File: config.mk
export PLATFORM = sky130hd
export DESIGN_NAME = drs_top
export DESIGN_NICKNAME = d
export VERILOG_FILES = /design/src/rtl/drs_pkg.sv /design/src/rtl/drs_debounce.sv /design/src/rtl/drs_input.sv /design/src/rtl/drs_top.sv
export VERILOG_INCLUDE_DIRS = /design/src /design/src/rtl
export SDC_FILE = /design/constraint.sdc
export NUM_CORES = 1
export LEC_CHECK = 0
export BUFFER_PORTS_ARGS = -buffer_cell sky130_fd_sc_hd__buf_2
export CAP_MARGIN = 20
export CORE_MARGIN = 2
export CORE_UTILIZATION = 25
export CTS_CLUSTER_DIAMETER = 80
export DETAILED_ROUTE_END_ITERATION = 8
export PLACE_DENSITY = 0.47
export SETUP_SLACK_MARGIN = 0.05
export SYNTH_ARGS = -nofsm -noshare
export SYNTH_HDL_FRONTEND = slang
export SYNTH_SLANG_ARGS = --single-unit
File: constraint.sdc
create_clock -name clk_i -period 2.81 [get_ports clk_i]
set_input_delay 0.562 -clock clk_i [delete_from_list [all_inputs] [get_ports clk_i]]
set_output_delay 0.562 -clock clk_i [all_outputs]
set_load 0.01 [all_outputs]
File: src/rtl/drs_defs.svh
// Register offsets, field positions, reset values and timing counts
`ifndef DRS_DEFS_SVH
`define DRS_DEFS_SVH

// Register word offsets (byte addresses)
`define DRS_REG_CTRL      8'h00
`define DRS_REG_RELAY     8'h04
`define DRS_REG_INPUT     8'h08
`define DRS_REG_PLANT     8'h0C
`define DRS_REG_STATUS    8'h10
`define DRS_REG_ONDELAY   8'h14
`define DRS_REG_ADDR_W    8

// CTRL fields
`define DRS_CTRL_MANDIS   0
`define DRS_CTRL_SYSCFG_L 4
`define DRS_CTRL_SYSCFG_H 6
`define DRS_CTRL_CLEAR    8
`define DRS_CTRL_RESET    32'h0000_0001
`define DRS_SYSCFG_W      3
`define DRS_SYSCFG_ONOFF  3'h0

// RELAY fields
`define DRS_RLY1_L        0
`define DRS_RLY1_H        2
`define DRS_RLY2_L        4
`define DRS_RLY2_H        6
`define DRS_RLY_BUS1      8
`define DRS_RLY_BUS2      9
`define DRS_RLY_MAX1      3'h7
`define DRS_RLY_MAX2      3'h6
`define DRS_RLY_RESET     3'h0

// INPUT fields
`define DRS_IN1_L         0
`define DRS_IN1_H         1
`define DRS_IN2_L         4
`define DRS_IN2_H         5
`define DRS_IN_RESET      2'h1

// PLANT fields
`define DRS_PL_FAULT      0
`define DRS_PL_PUMPFLT    1
`define DRS_PL_FREQNZ     2
`define DRS_PL_ATMIN      3
`define DRS_PL_LAG        4

// Operating modes in CTRL
`define DRS_MODE_L        12
`define DRS_MODE_H        13

// STATUS fields
`define DRS_ST_RUN        0
`define DRS_ST_LATCH1     1
`define DRS_ST_LATCH2     2
`define DRS_ST_RELAY1     3
`define DRS_ST_RELAY2     4
`define DRS_ST_OUTEN      5
`define DRS_ST_OILER      6
`define DRS_ST_MODE_L     8

// Timing: clock 40 MHz, debounce 1 ms
`define DRS_CLK_HZ        40000000
`define DRS_DEBOUNCE_US   1000
`define DRS_DEBOUNCE_CYC  ((`DRS_CLK_HZ / 1000000) * `DRS_DEBOUNCE_US)
`define DRS_DB_W          16
`define DRS_ONDELAY_RESET 32'h0000_0064
`define DRS_ONDELAY_W     32

`endif

File: src/rtl/drs_pkg.sv
// Types shared by the relay and input select logic
package drs_pkg;
    typedef enum logic [1:0] {
        DRS_MODE_OFF    = 2'h0,
        DRS_MODE_AUTO   = 2'h1,
        DRS_MODE_MANUAL = 2'h2
    } drs_mode_e;

    typedef enum logic [2:0] {
        DRS_OIL_IDLE  = 3'b001,
        DRS_OIL_DELAY = 3'b010,
        DRS_OIL_RUN   = 3'b100
    } drs_oil_e;
endpackage

File: src/rtl/drs_debounce.sv
// Contact input synchroniser and debounce filter
`timescale 1ns/1ps
`include "drs_defs.svh"

module drs_debounce (
    input  wire logic clk_i,
    input  wire logic rst_i,
    input  wire logic raw_i,
    output logic      clean_o
);
    logic                 sync_a;
    logic                 sync_b;
    logic [`DRS_DB_W-1:0] count;
    wire                  differs = sync_b != clean_o;
    wire                  settled = count ==
        (`DRS_DB_W)'(`DRS_DEBOUNCE_CYC - 1);

    // Two-stage synchroniser; first stage read only by second
    always_ff @(posedge clk_i) begin
        sync_a <= rst_i ? 1'b0 : raw_i;
        sync_b <= rst_i ? 1'b0 : sync_a;
    end

    // Output follows only after the input holds steady
    always_ff @(posedge clk_i) begin
        if (rst_i || !differs) begin
            count <= '0;
        end else begin
            count <= count + 1'b1;
        end
        if (rst_i) begin
            clean_o <= 1'b0;
        end else if (differs && settled) begin
            clean_o <= sync_b;
        end
    end
endmodule

File: src/rtl/drs_input.sv
// One programmable contact input: run decode and latching stop fault
`timescale 1ns/1ps
`include "drs_defs.svh"

module drs_input (
    input  wire logic       clk_i,
    input  wire logic       rst_i,
    input  wire logic       closed_i,
    input  wire logic [1:0] func_i,
    input  wire logic       clear_i,
    output logic            run_o,
    output logic            latch_o
);
    // Latch sets on open in code 3; ENTER clears, but a set wins
    wire trip = (func_i == 2'h3) && !closed_i;

    always_ff @(posedge clk_i) begin
        if (rst_i) begin
            latch_o <= 1'b0;
        end else if (trip) begin
            latch_o <= 1'b1;
        end else if (clear_i) begin
            latch_o <= 1'b0;
        end
    end

    // Run request per selected function
    always_ff @(posedge clk_i) begin
        if (rst_i) begin
            run_o <= 1'b0;
        end else begin
            unique case (func_i)
                2'h0: run_o <= closed_i;
                2'h1: run_o <= !closed_i;
                2'h2: run_o <= 1'b1;
                2'h3: run_o <= closed_i && !latch_o && !trip;
            endcase
        end
    end
endmodule

File: src/rtl/drs_top.sv
// Relay output and contact input select logic with Wishbone registers
//
// The register offsets and the Wishbone slave port are this design's own decisions.
`timescale 1ns/1ps
`include "drs_defs.svh"

module drs_top (
    input  wire logic        clk_i,
    input  wire logic        rst_i,
    // Wishbone classic slave
    input  wire logic        cyc_i,
    input  wire logic        stb_i,
    input  wire logic        we_i,
    input  wire logic [7:0]  adr_i,
    input  wire logic [3:0]  sel_i,
    input  wire logic [31:0] dat_i,
    output logic      [31:0] dat_o,
    output logic             ack_o,
    // Contacts and keypad
    input  wire logic        run_input_one_i,
    input  wire logic        run_input_two_i,
    input  wire logic        enter_key_i,
    // Relays and status
    output logic             relay_one_closed_contact_o,
    output logic             relay_one_open_contact_o,
    output logic             relay_two_open_contact_o,
    output logic             run_o,
    output logic             output_enable_o,
    output logic             input_fault_o
);
    // Software registers
    logic                          manual_dis;
    logic [`DRS_SYSCFG_W-1:0]      sys_cfg;
    logic [1:0]                    mode_req;
    logic [2:0]                    rly1_func;
    logic [2:0]                    rly2_func;
    logic                          bus_rly1;
    logic                          bus_rly2;
    logic [1:0]                    in1_func;
    logic [1:0]                    in2_func;
    logic [4:0]                    plant;
    logic [`DRS_ONDELAY_W-1:0]     on_delay;
    logic                          sw_clear;

    // Plant condition bits written by the drive firmware
    wire drv_fault = plant[`DRS_PL_FAULT];
    wire pump_flt  = plant[`DRS_PL_PUMPFLT];
    wire freq_nz   = plant[`DRS_PL_FREQNZ];
    wire at_min    = plant[`DRS_PL_ATMIN];
    wire lag_req   = plant[`DRS_PL_LAG];

    // Bus decode
    wire        req     = cyc_i && stb_i && !ack_o;
    wire        wr      = req && we_i && sel_i[0];
    wire        wr_ctrl = wr && adr_i == `DRS_REG_CTRL;
    wire        wr_rly  = wr && adr_i == `DRS_REG_RELAY;
    wire        wr_in   = wr && adr_i == `DRS_REG_INPUT;
    wire        wr_pl   = wr && adr_i == `DRS_REG_PLANT;
    wire        wr_dly  = wr && adr_i == `DRS_REG_ONDELAY;
    wire [2:0]  new_r1  = dat_i[`DRS_RLY1_H:`DRS_RLY1_L];
    wire [2:0]  new_r2  = dat_i[`DRS_RLY2_H:`DRS_RLY2_L];
    wire [1:0]  new_mode = dat_i[`DRS_MODE_H:`DRS_MODE_L];

    // Selector range check shared by both relays
    function automatic logic code_ok(input logic [2:0] code,
                                     input logic [2:0] max);
        code_ok = code <= max;
    endfunction

    // Manual mode refused while disabled
    wire mode_ok = !(new_mode == drs_pkg::DRS_MODE_MANUAL &&
                     (dat_i[`DRS_CTRL_MANDIS] || (!sel_i[0] && manual_dis)))
                   && new_mode != 2'h3;

    // Bus acknowledge and register writes
    always_ff @(posedge clk_i) begin
        if (rst_i) begin
            ack_o      <= 1'b0;
            manual_dis <= 1'(`DRS_CTRL_RESET);
            sys_cfg    <= `DRS_SYSCFG_ONOFF;
            mode_req   <= drs_pkg::DRS_MODE_OFF;
            rly1_func  <= `DRS_RLY_RESET;
            rly2_func  <= `DRS_RLY_RESET;
            bus_rly1   <= 1'b0;
            bus_rly2   <= 1'b0;
            in1_func   <= `DRS_IN_RESET;
            in2_func   <= `DRS_IN_RESET;
            plant      <= '0;
            on_delay   <= `DRS_ONDELAY_RESET;
            sw_clear   <= 1'b0;
        end else begin
            ack_o    <= req;
            sw_clear <= wr_ctrl && dat_i[`DRS_CTRL_CLEAR];
            if (wr_ctrl) begin
                manual_dis <= dat_i[`DRS_CTRL_MANDIS];
                sys_cfg    <= dat_i[`DRS_CTRL_SYSCFG_H:`DRS_CTRL_SYSCFG_L];
            end
            if (wr_ctrl && sel_i[1] && mode_ok) begin
                mode_req <= new_mode;
            end
            if (wr_rly && code_ok(new_r1, `DRS_RLY_MAX1)) begin
                rly1_func <= new_r1;
            end
            if (wr_rly && code_ok(new_r2, `DRS_RLY_MAX2)) begin
                rly2_func <= new_r2;
            end
            if (wr_rly && sel_i[1]) begin
                bus_rly1 <= dat_i[`DRS_RLY_BUS1];
                bus_rly2 <= dat_i[`DRS_RLY_BUS2];
            end
            if (wr_in) begin
                in1_func <= dat_i[`DRS_IN1_H:`DRS_IN1_L];
                in2_func <= dat_i[`DRS_IN2_H:`DRS_IN2_L];
            end
            if (wr_pl) begin
                plant <= dat_i[4:0];
            end
            if (wr_dly) begin
                on_delay <= dat_i;
            end
        end
    end

    // A later disable forces an active manual state back to off
    wire [1:0] mode = (manual_dis && mode_req == drs_pkg::DRS_MODE_MANUAL)
                      ? drs_pkg::DRS_MODE_OFF : mode_req;
    wire auto_md = mode == drs_pkg::DRS_MODE_AUTO;
    wire run_md  = mode != drs_pkg::DRS_MODE_OFF;

    // Debounced contacts
    logic in1_clean;
    logic in2_clean;

    drs_debounce u_db1 (
        .clk_i   (clk_i),
        .rst_i   (rst_i),
        .raw_i   (run_input_one_i),
        .clean_o (in1_clean)
    );

    drs_debounce u_db2 (
        .clk_i   (clk_i),
        .rst_i   (rst_i),
        .raw_i   (run_input_two_i),
        .clean_o (in2_clean)
    );

    // Configuration 0 forces plain closed-means-run on both inputs
    wire       cfg0   = sys_cfg == `DRS_SYSCFG_ONOFF;
    wire [1:0] eff_f1 = cfg0 ? 2'h0 : in1_func;
    wire [1:0] eff_f2 = cfg0 ? 2'h0 : in2_func;
    wire       clear  = sw_clear || enter_key_i;

    logic run1;
    logic run2;
    logic latch1;
    logic latch2;

    drs_input u_in1 (
        .clk_i    (clk_i),
        .rst_i    (rst_i),
        .closed_i (in1_clean),
        .func_i   (eff_f1),
        .clear_i  (clear),
        .run_o    (run1),
        .latch_o  (latch1)
    );

    drs_input u_in2 (
        .clk_i    (clk_i),
        .rst_i    (rst_i),
        .closed_i (in2_clean),
        .func_i   (eff_f2),
        .clear_i  (clear),
        .run_o    (run2),
        .latch_o  (latch2)
    );

    // Run needs both inputs and a non-off state
    wire run_cmd = run1 && run2 && run_md;

    // Pre-lube oiler sequence
    drs_pkg::drs_oil_e           oil;
    drs_pkg::drs_oil_e           next_oil;
    logic [`DRS_ONDELAY_W-1:0]   oil_cnt;
    wire  oil_used = rly1_func == 3'h6 || rly2_func == 3'h6;
    wire  oil_done = oil_cnt == '0;

    always_comb begin
        next_oil = oil;
        unique case (oil)
            drs_pkg::DRS_OIL_IDLE:
                if (run_cmd && oil_used) begin
                    next_oil = drs_pkg::DRS_OIL_DELAY;
                end
            drs_pkg::DRS_OIL_DELAY:
                if (!run_cmd) begin
                    next_oil = drs_pkg::DRS_OIL_IDLE;
                end else if (oil_done) begin
                    next_oil = drs_pkg::DRS_OIL_RUN;
                end
            drs_pkg::DRS_OIL_RUN:
                if (!run_cmd) begin
                    next_oil = drs_pkg::DRS_OIL_IDLE;
                end
            default: next_oil = drs_pkg::DRS_OIL_IDLE;
        endcase
    end

    // Oiler state and on-delay countdown
    always_ff @(posedge clk_i) begin
        if (rst_i) begin
            oil     <= drs_pkg::DRS_OIL_IDLE;
            oil_cnt <= '0;
        end else begin
            oil <= next_oil;
            if (oil == drs_pkg::DRS_OIL_IDLE) begin
                oil_cnt <= on_delay;
            end else if (!oil_done) begin
                oil_cnt <= oil_cnt - 1'b1;
            end
        end
    end

    // Oiler relay on from run until minimum frequency reached
    wire oil_rly = oil != drs_pkg::DRS_OIL_IDLE && !at_min;
    // Drive output held off during the oiler delay
    wire out_ok  = run_cmd && (!oil_used || oil == drs_pkg::DRS_OIL_RUN);

    // Relay state per function code
    function automatic logic relay_fn(input logic [2:0] code,
                                      input logic       bus_cmd);
        unique case (code)
            3'h0: relay_fn = drv_fault;
            3'h1: relay_fn = lag_req;
            3'h2: relay_fn = bus_cmd;
            3'h3: relay_fn = pump_flt;
            3'h4: relay_fn = freq_nz;
            3'h5: relay_fn = in1_clean && auto_md;
            3'h6: relay_fn = oil_rly;
            3'h7: relay_fn = freq_nz;
        endcase
    endfunction

    wire rly1 = relay_fn(rly1_func, bus_rly1);
    wire rly2 = relay_fn(rly2_func, bus_rly2);

    // Read mux
    wire [31:0] status = {23'h0, 1'b0, 1'b0, oil_rly, out_ok, rly2,
                          rly1, latch2, latch1, run_cmd};
    // Mode in bits 13:12, configuration in 6:4, disable in 0
    wire [31:0] rd_ctrl = {18'h0, mode, 5'h0, sys_cfg, 3'h0, manual_dis};
    wire [31:0] rd_rly  = {22'h0, bus_rly2, bus_rly1, 1'b0, rly2_func,
                           1'b0, rly1_func};
    wire [31:0] rd_in   = {26'h0, in2_func, 2'h0, in1_func};
    wire [31:0] rd_data =
        adr_i == `DRS_REG_CTRL    ? rd_ctrl :
        adr_i == `DRS_REG_RELAY   ? rd_rly :
        adr_i == `DRS_REG_INPUT   ? rd_in :
        adr_i == `DRS_REG_PLANT   ? {27'h0, plant} :
        adr_i == `DRS_REG_STATUS  ? status :
        adr_i == `DRS_REG_ONDELAY ? on_delay : 32'h0000_0000;

    // Registered outputs
    always_ff @(posedge clk_i) begin
        if (rst_i) begin
            dat_o                      <= '0;
            relay_one_closed_contact_o <= 1'b1;
            relay_one_open_contact_o   <= 1'b0;
            relay_two_open_contact_o   <= 1'b0;
            run_o                      <= 1'b0;
            output_enable_o            <= 1'b0;
            input_fault_o              <= 1'b0;
        end else begin
            dat_o                      <= req ? rd_data : '0;
            relay_one_closed_contact_o <= !rly1;
            relay_one_open_contact_o   <= rly1;
            relay_two_open_contact_o   <= rly2;
            run_o                      <= run_cmd;
            output_enable_o            <= out_ok;
            input_fault_o              <= latch1 || latch2;
        end
    end
endmodule

==> flow_metrics.env, run 1 <==
export IMPL_drt_pass1_iterations=5
export IMPL_min_delay_path_class="in -> reg"
export IMPL_io_pins=91
export IMPL_grt_max_degree=37
export IMPL_num_rows=61
export IMPL_maxCapViolations=0
export IMPL_clk_path_buf_depth=2
export IMPL_hpwl_um=13800
export IMPL_relSlewSlack_pct=45.8
export IMPL_cp_top_family="simple AND/OR/NAND/NOR gates"
export IMPL_crit_required_ps=3160
export IMPL_yosysTopAreaCell="dfxtp_1"
export IMPL_final_common_cell="dfxtp_1"
export IMPL_syn_area_um2=7160
export IMPL_ys_flop_type="dfxtp_1"
export IMPL_clkTransAtPathRegs_ps=70
export IMPL_syn_inst=812
export IMPL_holdBufCountCts=0
export IMPL_critPathCaptureType="flip-flop"
export IMPL_fin_setup_tns_ps=0
export IMPL_tritoncts="done"
export IMPL_stdcell_area_um2=8680
export IMPL_fin_nets=962
export IMPL_drc=0
export IMPL_finClkSkew_ps=14.5
export IMPL_initial_core_util_pct=25.6
export IMPL_synth_top_area_share_pct=48.1
export IMPL_clk_latency_ps=430
export IMPL_viasPerCell=4.58
export IMPL_ys_seq_area_share_pct=48.1
export IMPL_num_vias=5944
export IMPL_track_usage_pct=12.9
export IMPL_die_area_um2=30000
export IMPL_async_reset_ff_share_pct=0
export IMPL_fp_dieH_um=173
export IMPL_powerDensity_nw_per_um2=572
export IMPL_synth_seq_cells=172
export IMPL_totalWireLength_um=19100
export IMPL_yosysUniqueCellTypes=66
export IMPL_slew_violations=0
export IMPL_path_buf_inv=1
export IMPL_critical_path_class="reg -> reg"
export IMPL_grt_first_pass_wirelength_um=31000
export IMPL_antenna_found_initial=1
export IMPL_syn_nets=867
export IMPL_synth_edf_count=0
export IMPL_wl_per_cell_um=14.7
export IMPL_grt_pass1_vias=5741
export IMPL_drt_first_iter_violations=318
export IMPL_postCtsSetupBuffers=0
export IMPL_startpoint_type="flip-flop"
export IMPL_leakage_nw=3.29
export IMPL_rsz0062_at_grt="no"
export IMPL_drive_gt1_share_pct=18.5
export IMPL_numCtsBuffers=17
export IMPL_timing_final_crit_share_pct=82.3
export IMPL_core_area_um2=28000
export IMPL_io_buffers=88
export IMPL_final_core_util_pct=31.0
export IMPL_root_buffer="clkbuf_16"
export IMPL_postSynthAreaPerCell_um2=8.82
export IMPL_place_ws_ps=304
export IMPL_fmax_ghz=0.433
export IMPL_cts_resized=0
export IMPL_slowest_stage="nor2_1"
export IMPL_hold_violations=0
export IMPL_yosys_top_cells_area="dfxtp_1 48%, nand2_1 7.3%, a21oi_1 4.0%, xnor2_1 3.4%, nor2_1 3.4%"
export IMPL_final_cell_mix="172 x dfxtp_1, 139 x nand2_1, 88 x buf_2, 64 x nor2_1, 57 x a21oi_1"
export IMPL_critPathArrivalTime_ps=2670
export IMPL_cp_cell_sequence="or3b_2, nor2_1, buf_4, nand2_1, o21ai_0"
export IMPL_htreeDepth=4
export IMPL_dieWidth_um=173
export IMPL_grt_ovfl_total=0
export IMPL_syn2layout_area_growth_pct=21.3
export IMPL_final_setup_worst_slack_ps=499
export IMPL_fin_crit_ps=2310
export IMPL_antennaDiodeCount=0
export IMPL_cts_sinks=172
export IMPL_power_total_mw=4.97
export IMPL_synth_warnings=0
export IMPL_status="finished clean"
export IMPL_crit_fanout=15
export IMPL_setup_viol=0
export IMPL_worstMarginPinSlew_ps=809
export IMPL_cpPeakStageDelay_ps=670
export IMPL_gp_congestion=0.802
export IMPL_peakVddDrop_mv=0.377
export IMPL_dpl_cell_area_um2=8090
export IMPL_antenna_violating_nets_post_route=0
cells in the mapped netlist, drive strengths merged (5+ instances only):
cell	n
dfxtp	172
nand2	139
nor2	65
a21oi	57
o21ai	41
xnor2	28
and2	26
nand3	26
clkbuf	25
xor2	24
nor3	19
nor4	19
inv	17
or3	14
mux2i	13
nand4	12
buf	11
nor2b	11
nand2b	10
nor4b	7
a22oi	6
and3	6
or4	5
power by group:
| group | total, mW | internal, mW | switching (mW) | leakage [nW] |
|---|---|---|---|---|
| clock network | 2.35 | 1.21 | 1.14 | 0.279 |
| logic | 0.168 | 0.0625 | 0.105 | 1.63 |
| registers | 2.45 | 2.44 | 0.00610 | 1.39 |
worst paths after layout:
kind,cells past startpoint,slack (ps),to,startpoint
worst max-delay path,5,500,oil_cnt[4],oil[0]
worst max register to register,5,500,oil_cnt[4],oil[0]
worst min register to register,1,440,u_db1.sync_b,u_db1.sync_a
worst min-delay path,2,350,u_db2.sync_a,run_input_two_i
cell families after synthesis:
| family | count (synthesis) | synth area share (%) |
|---|---|---|
| multiplexers | 20 | 3.55 |
| XOR/XNOR | 52 | 6.36 |
| flip-flops | 172 | 48.1 |
| adder cells (fa/ha/maj) | 3 | 0.524 |
| AO/OA/AOI/OAI | 139 | 11.6 |
| buffers and inverters | 53 | 3.37 |
| AND/OR/NAND/NOR | 373 | 26.4 |
routing by layer:
metal / wire length [um] / up-vias / global-route usage (%)
met1: 10000 / 2814 / 18.6
met4: 183 / 2 / 3.71
met2: 8190 / 107 / 19.3
met5: 13 / - / 0
met3: 679 / 13 / 2.74
li1: - / 3008 / -
state kept, by name, summed over array words and instances, names as in the netlist, 3 cells and up:
signal       cells
rly2_func        3
oil              3
oil_cnt         32
u_db2.count     16
dat_o           32
rly1_func        3
u_db1.count     16
plant            5
sys_cfg          3
on_delay        32
final cells by class:
| class | instances | area, um2 |
|---|---|---|
| Clock inverter | 14 | 151 |
| Fill cell | 3038 | 19300 |
| Inverter | 17 | 63.8 |
| Clock buffer | 18 | 439 |
| Tap cell | 378 | 473 |
| Multi-Input combinational cell | 587 | 3480 |
| Sequential cell | 172 | 3440 |
| Timing Repair Buffer | 112 | 633 |
worst register-to-register path, stage by stage, from the launching register on:
cell and delay [ps]:
dfxtp_1 450, or3b_2 620, nor2_1 670, buf_4 340, nand2_1 100, o21ai_0 80
per-stage QoR:
stage | hold slack, ps | std cells
6_report | 352 | 1298
5_1_grt | 344 | 1298
4_1_cts | 332 | 1298
3_5_place_dp | 429 | 1266
3_3_place_gp | 419 | 1266
2_1_floorplan | 414 | 812
Note: power is estimated with default switching activity, not from simulation.
==> run 2: changes to the inputs <==
--- a/config.mk
+++ b/config.mk
@@ -12,7 +12,7 @@
 export CORE_UTILIZATION = 25
 export CTS_CLUSTER_DIAMETER = 80
 export DETAILED_ROUTE_END_ITERATION = 8
-export PLACE_DENSITY = 0.47
+export PLACE_DENSITY = 0.48
 export SETUP_SLACK_MARGIN = 0.05
 export SYNTH_ARGS = -nofsm -noshare
 export SYNTH_HDL_FRONTEND = slang
==> constraint.sdc (replaced) <==
create_clock -name clk_i -period 2.1 [get_ports clk_i]
set_input_delay 0.42 -clock clk_i [delete_from_list [all_inputs] [get_ports clk_i]]
set_output_delay 0.42 -clock clk_i [all_outputs]
set_load 0.01 [all_outputs]
==> run 2 against run 1 <==
Against the previous run:
- flip-flop and latch count stayed put
- critical endpoint is now oil_cnt[0]
- total power is 35% higher
- setup slack got worse by 340 ps
- critical path type unchanged
- wire length grew 1.1%
- via count rose by 0.94%
==> flow_metrics.env, run 2 (synthesized netlist as in run 1, its figures left out) <==
export IMPL_gp_congestion=0.821
export IMPL_antenna_found_initial=1
export IMPL_cpPeakStageDelay_ps=570
export IMPL_wl_per_cell_um=14.6
export IMPL_setup_viol=0
export IMPL_syn2layout_area_growth_pct=25.0
export IMPL_cts_sinks=172
export IMPL_slowest_stage="or4_1"
export IMPL_critical_path_class="reg -> reg"
export IMPL_startpoint_type="flip-flop"
export IMPL_min_delay_path_class="in -> reg"
export IMPL_seq_power_share_pct=48.8
export IMPL_fillers=3022
export IMPL_hold_violations=0
export IMPL_maxCapViolations=0
export IMPL_fin_crit_ps=1940
export IMPL_clock_power_share_pct=47.5
export IMPL_track_usage_pct=13.2
export IMPL_root_buffer="clkbuf_16"
export IMPL_clk_latency_ps=430
export IMPL_drc=0
export IMPL_grt_ovfl_total=0
export IMPL_fin_nets=990
export IMPL_cp_cell_sequence="or4_1, nand2b_1, nor3_2, buf_4, nor4_1, a311o_1"
export IMPL_crit_fanout=5
export IMPL_htreeDepth=4
export IMPL_numCtsBuffers=17
export IMPL_crit_required_ps=2410
export IMPL_fin_setup_tns_ps=0
export IMPL_p_sw_mw=1.49
export IMPL_hpwl_um=14100
export IMPL_final_common_cell="dfxtp_1"
export IMPL_drive_gt1_share_pct=21.0
export IMPL_holdBufCountCts=0
export IMPL_relSlewSlack_pct=63.2
export IMPL_path_buf_inv=1
export IMPL_grt_pass1_vias=5814
export IMPL_viasPerCell=4.53
export IMPL_critPathArrivalTime_ps=2260
export IMPL_timing_final_crit_share_pct=92.6
export IMPL_leakage_nw=3.46
export IMPL_io_buffers=88
export IMPL_totalWireLength_um=19300
export IMPL_finClkSkew_ps=11.9
export IMPL_p_sw_share_pct=22.2
export IMPL_tritoncts="done"
export IMPL_worstMarginPinSlew_ps=548
export IMPL_peakVddDrop_mv=0.538
export IMPL_fmax_ghz=0.514
export IMPL_clk_path_buf_depth=2
export IMPL_drt_first_iter_violations=403
export IMPL_antenna_violating_nets_post_route=0
export IMPL_grt_first_pass_wirelength_um=31400
export IMPL_status="finished clean"
export IMPL_reg_top3="dat_o: 32 flops, oil_cnt: 32 flops, on_delay: 32 flops"
export IMPL_critPathCaptureType="flip-flop"
export IMPL_io_pins=91
export IMPL_initial_core_util_pct=25.6
export IMPL_num_vias=6000
export IMPL_num_rows=61
export IMPL_cp_top_family="simple AND/OR/NAND/NOR gates"
export IMPL_final_cell_mix="172 x dfxtp_1, 139 x nand2_1, 88 x buf_2, 64 x nor2_1, 57 x a21oi_1"
export IMPL_worst_hold_slack_ps=203
export IMPL_powerDensity_nw_per_um2=750
export IMPL_drt_pass1_iterations=6
export IMPL_p_int_mw=5.22
export IMPL_core_area_um2=28000
export IMPL_fp_dieH_um=173
export IMPL_numPlacedInstances=1294
export IMPL_slew_violations=0
export IMPL_instances_no_fill=1324
export IMPL_dieWidth_um=173
export IMPL_pwr_share_comb_pct=3.6
export IMPL_rsz0062_at_grt="no"
export IMPL_clkTransAtPathRegs_ps=70
export IMPL_grt_max_degree=33
export IMPL_power_total_mw=6.71
export IMPL_die_area_um2=30000
## run 2: worst reg2reg max path, stage by stage, from the launching register on
cell and delay [ps]:
dfxtp_1 340, or4_1 570, nand2b_1 230, nor3_2 160
buf_4 160, nor4_1 50, a311o_1 320
## run 2: area by class of cell
type	count	area [um2]	area share [%]
multi-input cells	587	3510	39.2
flip-flops and latches	172	3440	38.5
repair buffers	140	881	9.84
well taps	378	473	5.29
clock buffers	18	429	4.80
clock inverters	11	146	1.64
inverters	17	63.8	0.713
diodes	1	2.50	0.0280
## run 2: per-stage QoR
| step | setup slack (ps) | utilization, % | area (um2) |
|---|---|---|---|
| 4_1_cts | 58.1 | 31.8 | 8920 |
| 5_1_grt | 58.9 | 31.9 | 8950 |
| 2_1_floorplan | 56.3 | - | 7160 |
| 3_5_place_dp | -193 | 29.8 | 8340 |
| 6_report | 155 | 31.9 | 8950 |
| 3_3_place_gp | -183 | 29.8 | 8340 |
## run 2: power groups by stage
stage	clock network, mW	registers (mW)	logic (mW)
after floorplan	0	3.35	0.114
after global placement	0	3.35	0.246
after detailed placement	0	3.35	0.246
after CTS	3.29	3.28	0.247
after global routing	3.40	3.28	0.269
final	3.19	3.28	0.245
## run 2: worst paths after layout
path,start,slack [ps],to,cells after the start
setup / recovery,oil_cnt[25],160,oil_cnt[0],6
hold / removal,run_input_two_i,200,u_db2.sync_a,2
setup reg to reg,oil_cnt[25],160,oil_cnt[0],6
hold reg to reg,u_db2.sync_a,440,u_db2.sync_b,1
## run 2: routing by layer
| layer | up-vias | GRT usage (%) | routed length, um |
|---|---|---|---|
| met2 | 119 | 19.3 | 8040 |
| met1 | 2799 | 19.0 | 10200 |
| met4 | 0 | 4.94 | 348 |
| met5 | - | 0 | 0 |
| met3 | 18 | 2.81 | 756 |
| li1 | 3064 | - | - |
## run 2: repair_timing
| item | CTS | global route |
|---|---|---|
| setup endpoints to repair | 0 | 11 |
| setup buffers | 0 | 0 |
| gates resized for setup | 0 | 5 |
==> run 3: changes to the inputs <==
--- a/config.mk
+++ b/config.mk
@@ -10,6 +10,7 @@
 export CAP_MARGIN = 20
 export CORE_MARGIN = 2
 export CORE_UTILIZATION = 25
+export CTS_BUF_LIST = sky130_fd_sc_hd__clkbuf_4
 export CTS_CLUSTER_DIAMETER = 80
 export DETAILED_ROUTE_END_ITERATION = 8
 export PLACE_DENSITY = 0.48
==> constraint.sdc (replaced) <==
create_clock -name clk_i -period 2.1 [get_ports clk_i]
set_input_delay 0.42 -clock clk_i [delete_from_list [all_inputs] [get_ports clk_i]]
set_output_delay 0.42 -clock clk_i [all_outputs]
set_load 0.05 [all_outputs]
==> run 3 against run 2 <==
Against the previous run:
- non-clock buffer count is the same
- design area shrank 3.2%
- critical endpoint unchanged
- cell count is essentially flat
- first-iteration DRC count shrank 18%
==> flow_metrics.env, run 3 (synthesized netlist as in run 1, its figures left out) <==
export IMPL_status="finished clean"
export IMPL_dieWidth_um=173
export IMPL_num_rows=61
export IMPL_clk_latency_ps=560
export IMPL_fmax_ghz=0.511
export IMPL_grt_ovfl_total=0
export IMPL_power_total_mw=5.53
export IMPL_slew_violations=0
export IMPL_crit_fanout=5
export IMPL_num_vias=5958
export IMPL_holdBufCountCts=0
export IMPL_critPathCaptureType="flip-flop"
export IMPL_fin_nets=990
export IMPL_critical_path_class="reg -> reg"
export IMPL_io_buffers=88
export IMPL_min_delay_path_class="in -> reg"
export IMPL_grt_max_degree=33
export IMPL_die_area_um2=30000
export IMPL_drt_first_iter_violations=329
export IMPL_relSlewSlack_pct=63.8
export IMPL_leakage_nw=3.33
export IMPL_powerDensity_nw_per_um2=639
export IMPL_drive_gt1_share_pct=21.2
export IMPL_worstMarginPinSlew_ps=538
export IMPL_grt_first_pass_wirelength_um=31200
export IMPL_totalWireLength_um=19200
export IMPL_finClkSkew_ps=22.1
export IMPL_fillers=3058
export IMPL_core_area_um2=28000
export IMPL_grt_pass1_vias=5751
export IMPL_syn2layout_area_growth_pct=21.0
export IMPL_viasPerCell=4.50
export IMPL_worst_hold_slack_ps=61.6
export IMPL_cts_sinks=172
export IMPL_antenna_found_initial=2
export IMPL_track_usage_pct=13.1
export IMPL_drt_pass1_iterations=5
export IMPL_htreeDepth=4
export IMPL_wl_per_cell_um=14.5
export IMPL_antenna_violating_nets_post_route=0
export IMPL_final_setup_worst_slack_ps=142
export IMPL_final_cell_mix="172 x dfxtp_1, 139 x nand2_1, 88 x buf_2, 64 x nor2_1, 57 x a21oi_1"
export IMPL_peakVddDrop_mv=0.318
export IMPL_hpwl_um=14100
export IMPL_hold_violations=0
export IMPL_drc=0
export IMPL_startpoint_type="flip-flop"
export IMPL_critPathArrivalTime_ps=2410
export IMPL_clk_path_buf_depth=2
export IMPL_use_met2_pct=19.1
export IMPL_groute_layer_met1_usage_pct=19.0
export IMPL_clkTransAtPathRegs_ps=140
export IMPL_reg_top3="dat_o: 32 flops, oil_cnt: 32 flops, on_delay: 32 flops"
export IMPL_crit_required_ps=2550
export IMPL_fin_crit_ps=1960
export IMPL_numCtsBuffers=17
export IMPL_maxCapViolations=0
export IMPL_io_pins=91
export IMPL_root_buffer="clkbuf_4"
export IMPL_postCtsSetupBuffers=0
export IMPL_place_ws_ps=-193
export IMPL_fp_dieH_um=173
export IMPL_timing_final_crit_share_pct=93.2
export IMPL_rsz0062_at_grt="yes"
export IMPL_final_common_cell="dfxtp_1"
export IMPL_gp_congestion=0.821
export IMPL_setup_viol=0
export IMPL_tritoncts="done"
export IMPL_met3_usage_pct=3.16
export IMPL_busiest_layer="met2"
export IMPL_initial_core_util_pct=25.6
[run 3: routing by layer]
metal | up-vias | wire length [um]
met4 | 0 | 282
li1 | 3064 | -
met2 | 127 | 8000
met5 | - | 0
met3 | 16 | 900
met1 | 2751 | 10000
[run 3: path summary, 6_finish.rpt]
| check | from | endpoint | slack, ps | cells after the start |
|---|---|---|---|---|
| worst max-delay path | oil_cnt[25] | oil_cnt[0] | 140 | 6 |
| worst min-delay path | run_input_two_i | u_db2.sync_a | 60 | 2 |
| worst max register to register | oil_cnt[25] | oil_cnt[0] | 140 | 6 |
| worst min register to register | u_db2.sync_a | u_db2.sync_b | 460 | 1 |
[run 3: critical path, cell delays in order (launching register included)]
cell and delay, ps:
dfxtp_1 370, or4_1 570, nand2b_2 240, nor3_2 150, buf_4 160, nor4_1 50
a311o_1 320
[run 3: stage by stage]
step / cell area (um2) / std cells / setup TNS [ps] / util (%)
2_1_floorplan: 7160 / 812 / 0 / -
3_3_place_gp: 8340 / 1294 / -4300 / 29.8
3_5_place_dp: 8340 / 1294 / -5850 / 29.8
4_1_cts: 8630 / 1323 / 0 / 30.8
5_1_grt: 8660 / 1324 / 0 / 30.9
6_report: 8660 / 1325 / 0 / 30.9
[run 3: power by group]
part	switching [mW]	leakage, nW	internal [mW]	total [mW]
registers	0.00884	1.39	3.27	3.28
clock network	1.18	0.150	0.820	2.00
logic	0.148	1.80	0.0991	0.247
[run 3: cell type report]
cell class                 instances  area, um2  share of cell area [%]
sequential                       172       3440                    39.8
timing repair buffer             140        881                    10.2
inverter                          17       63.8                   0.737
tap                              378        473                    5.46
clock inverter                    11        146                    1.69
clock buffer                      18        135                    1.56
antenna                            2       5.00                  0.0578
multi-input combinational        587       3510                    40.6
[run 3: repair_timing]
item,CTS,global route
setup endpoints to repair,1,11
resized for setup,1,5
gates cloned,0,0
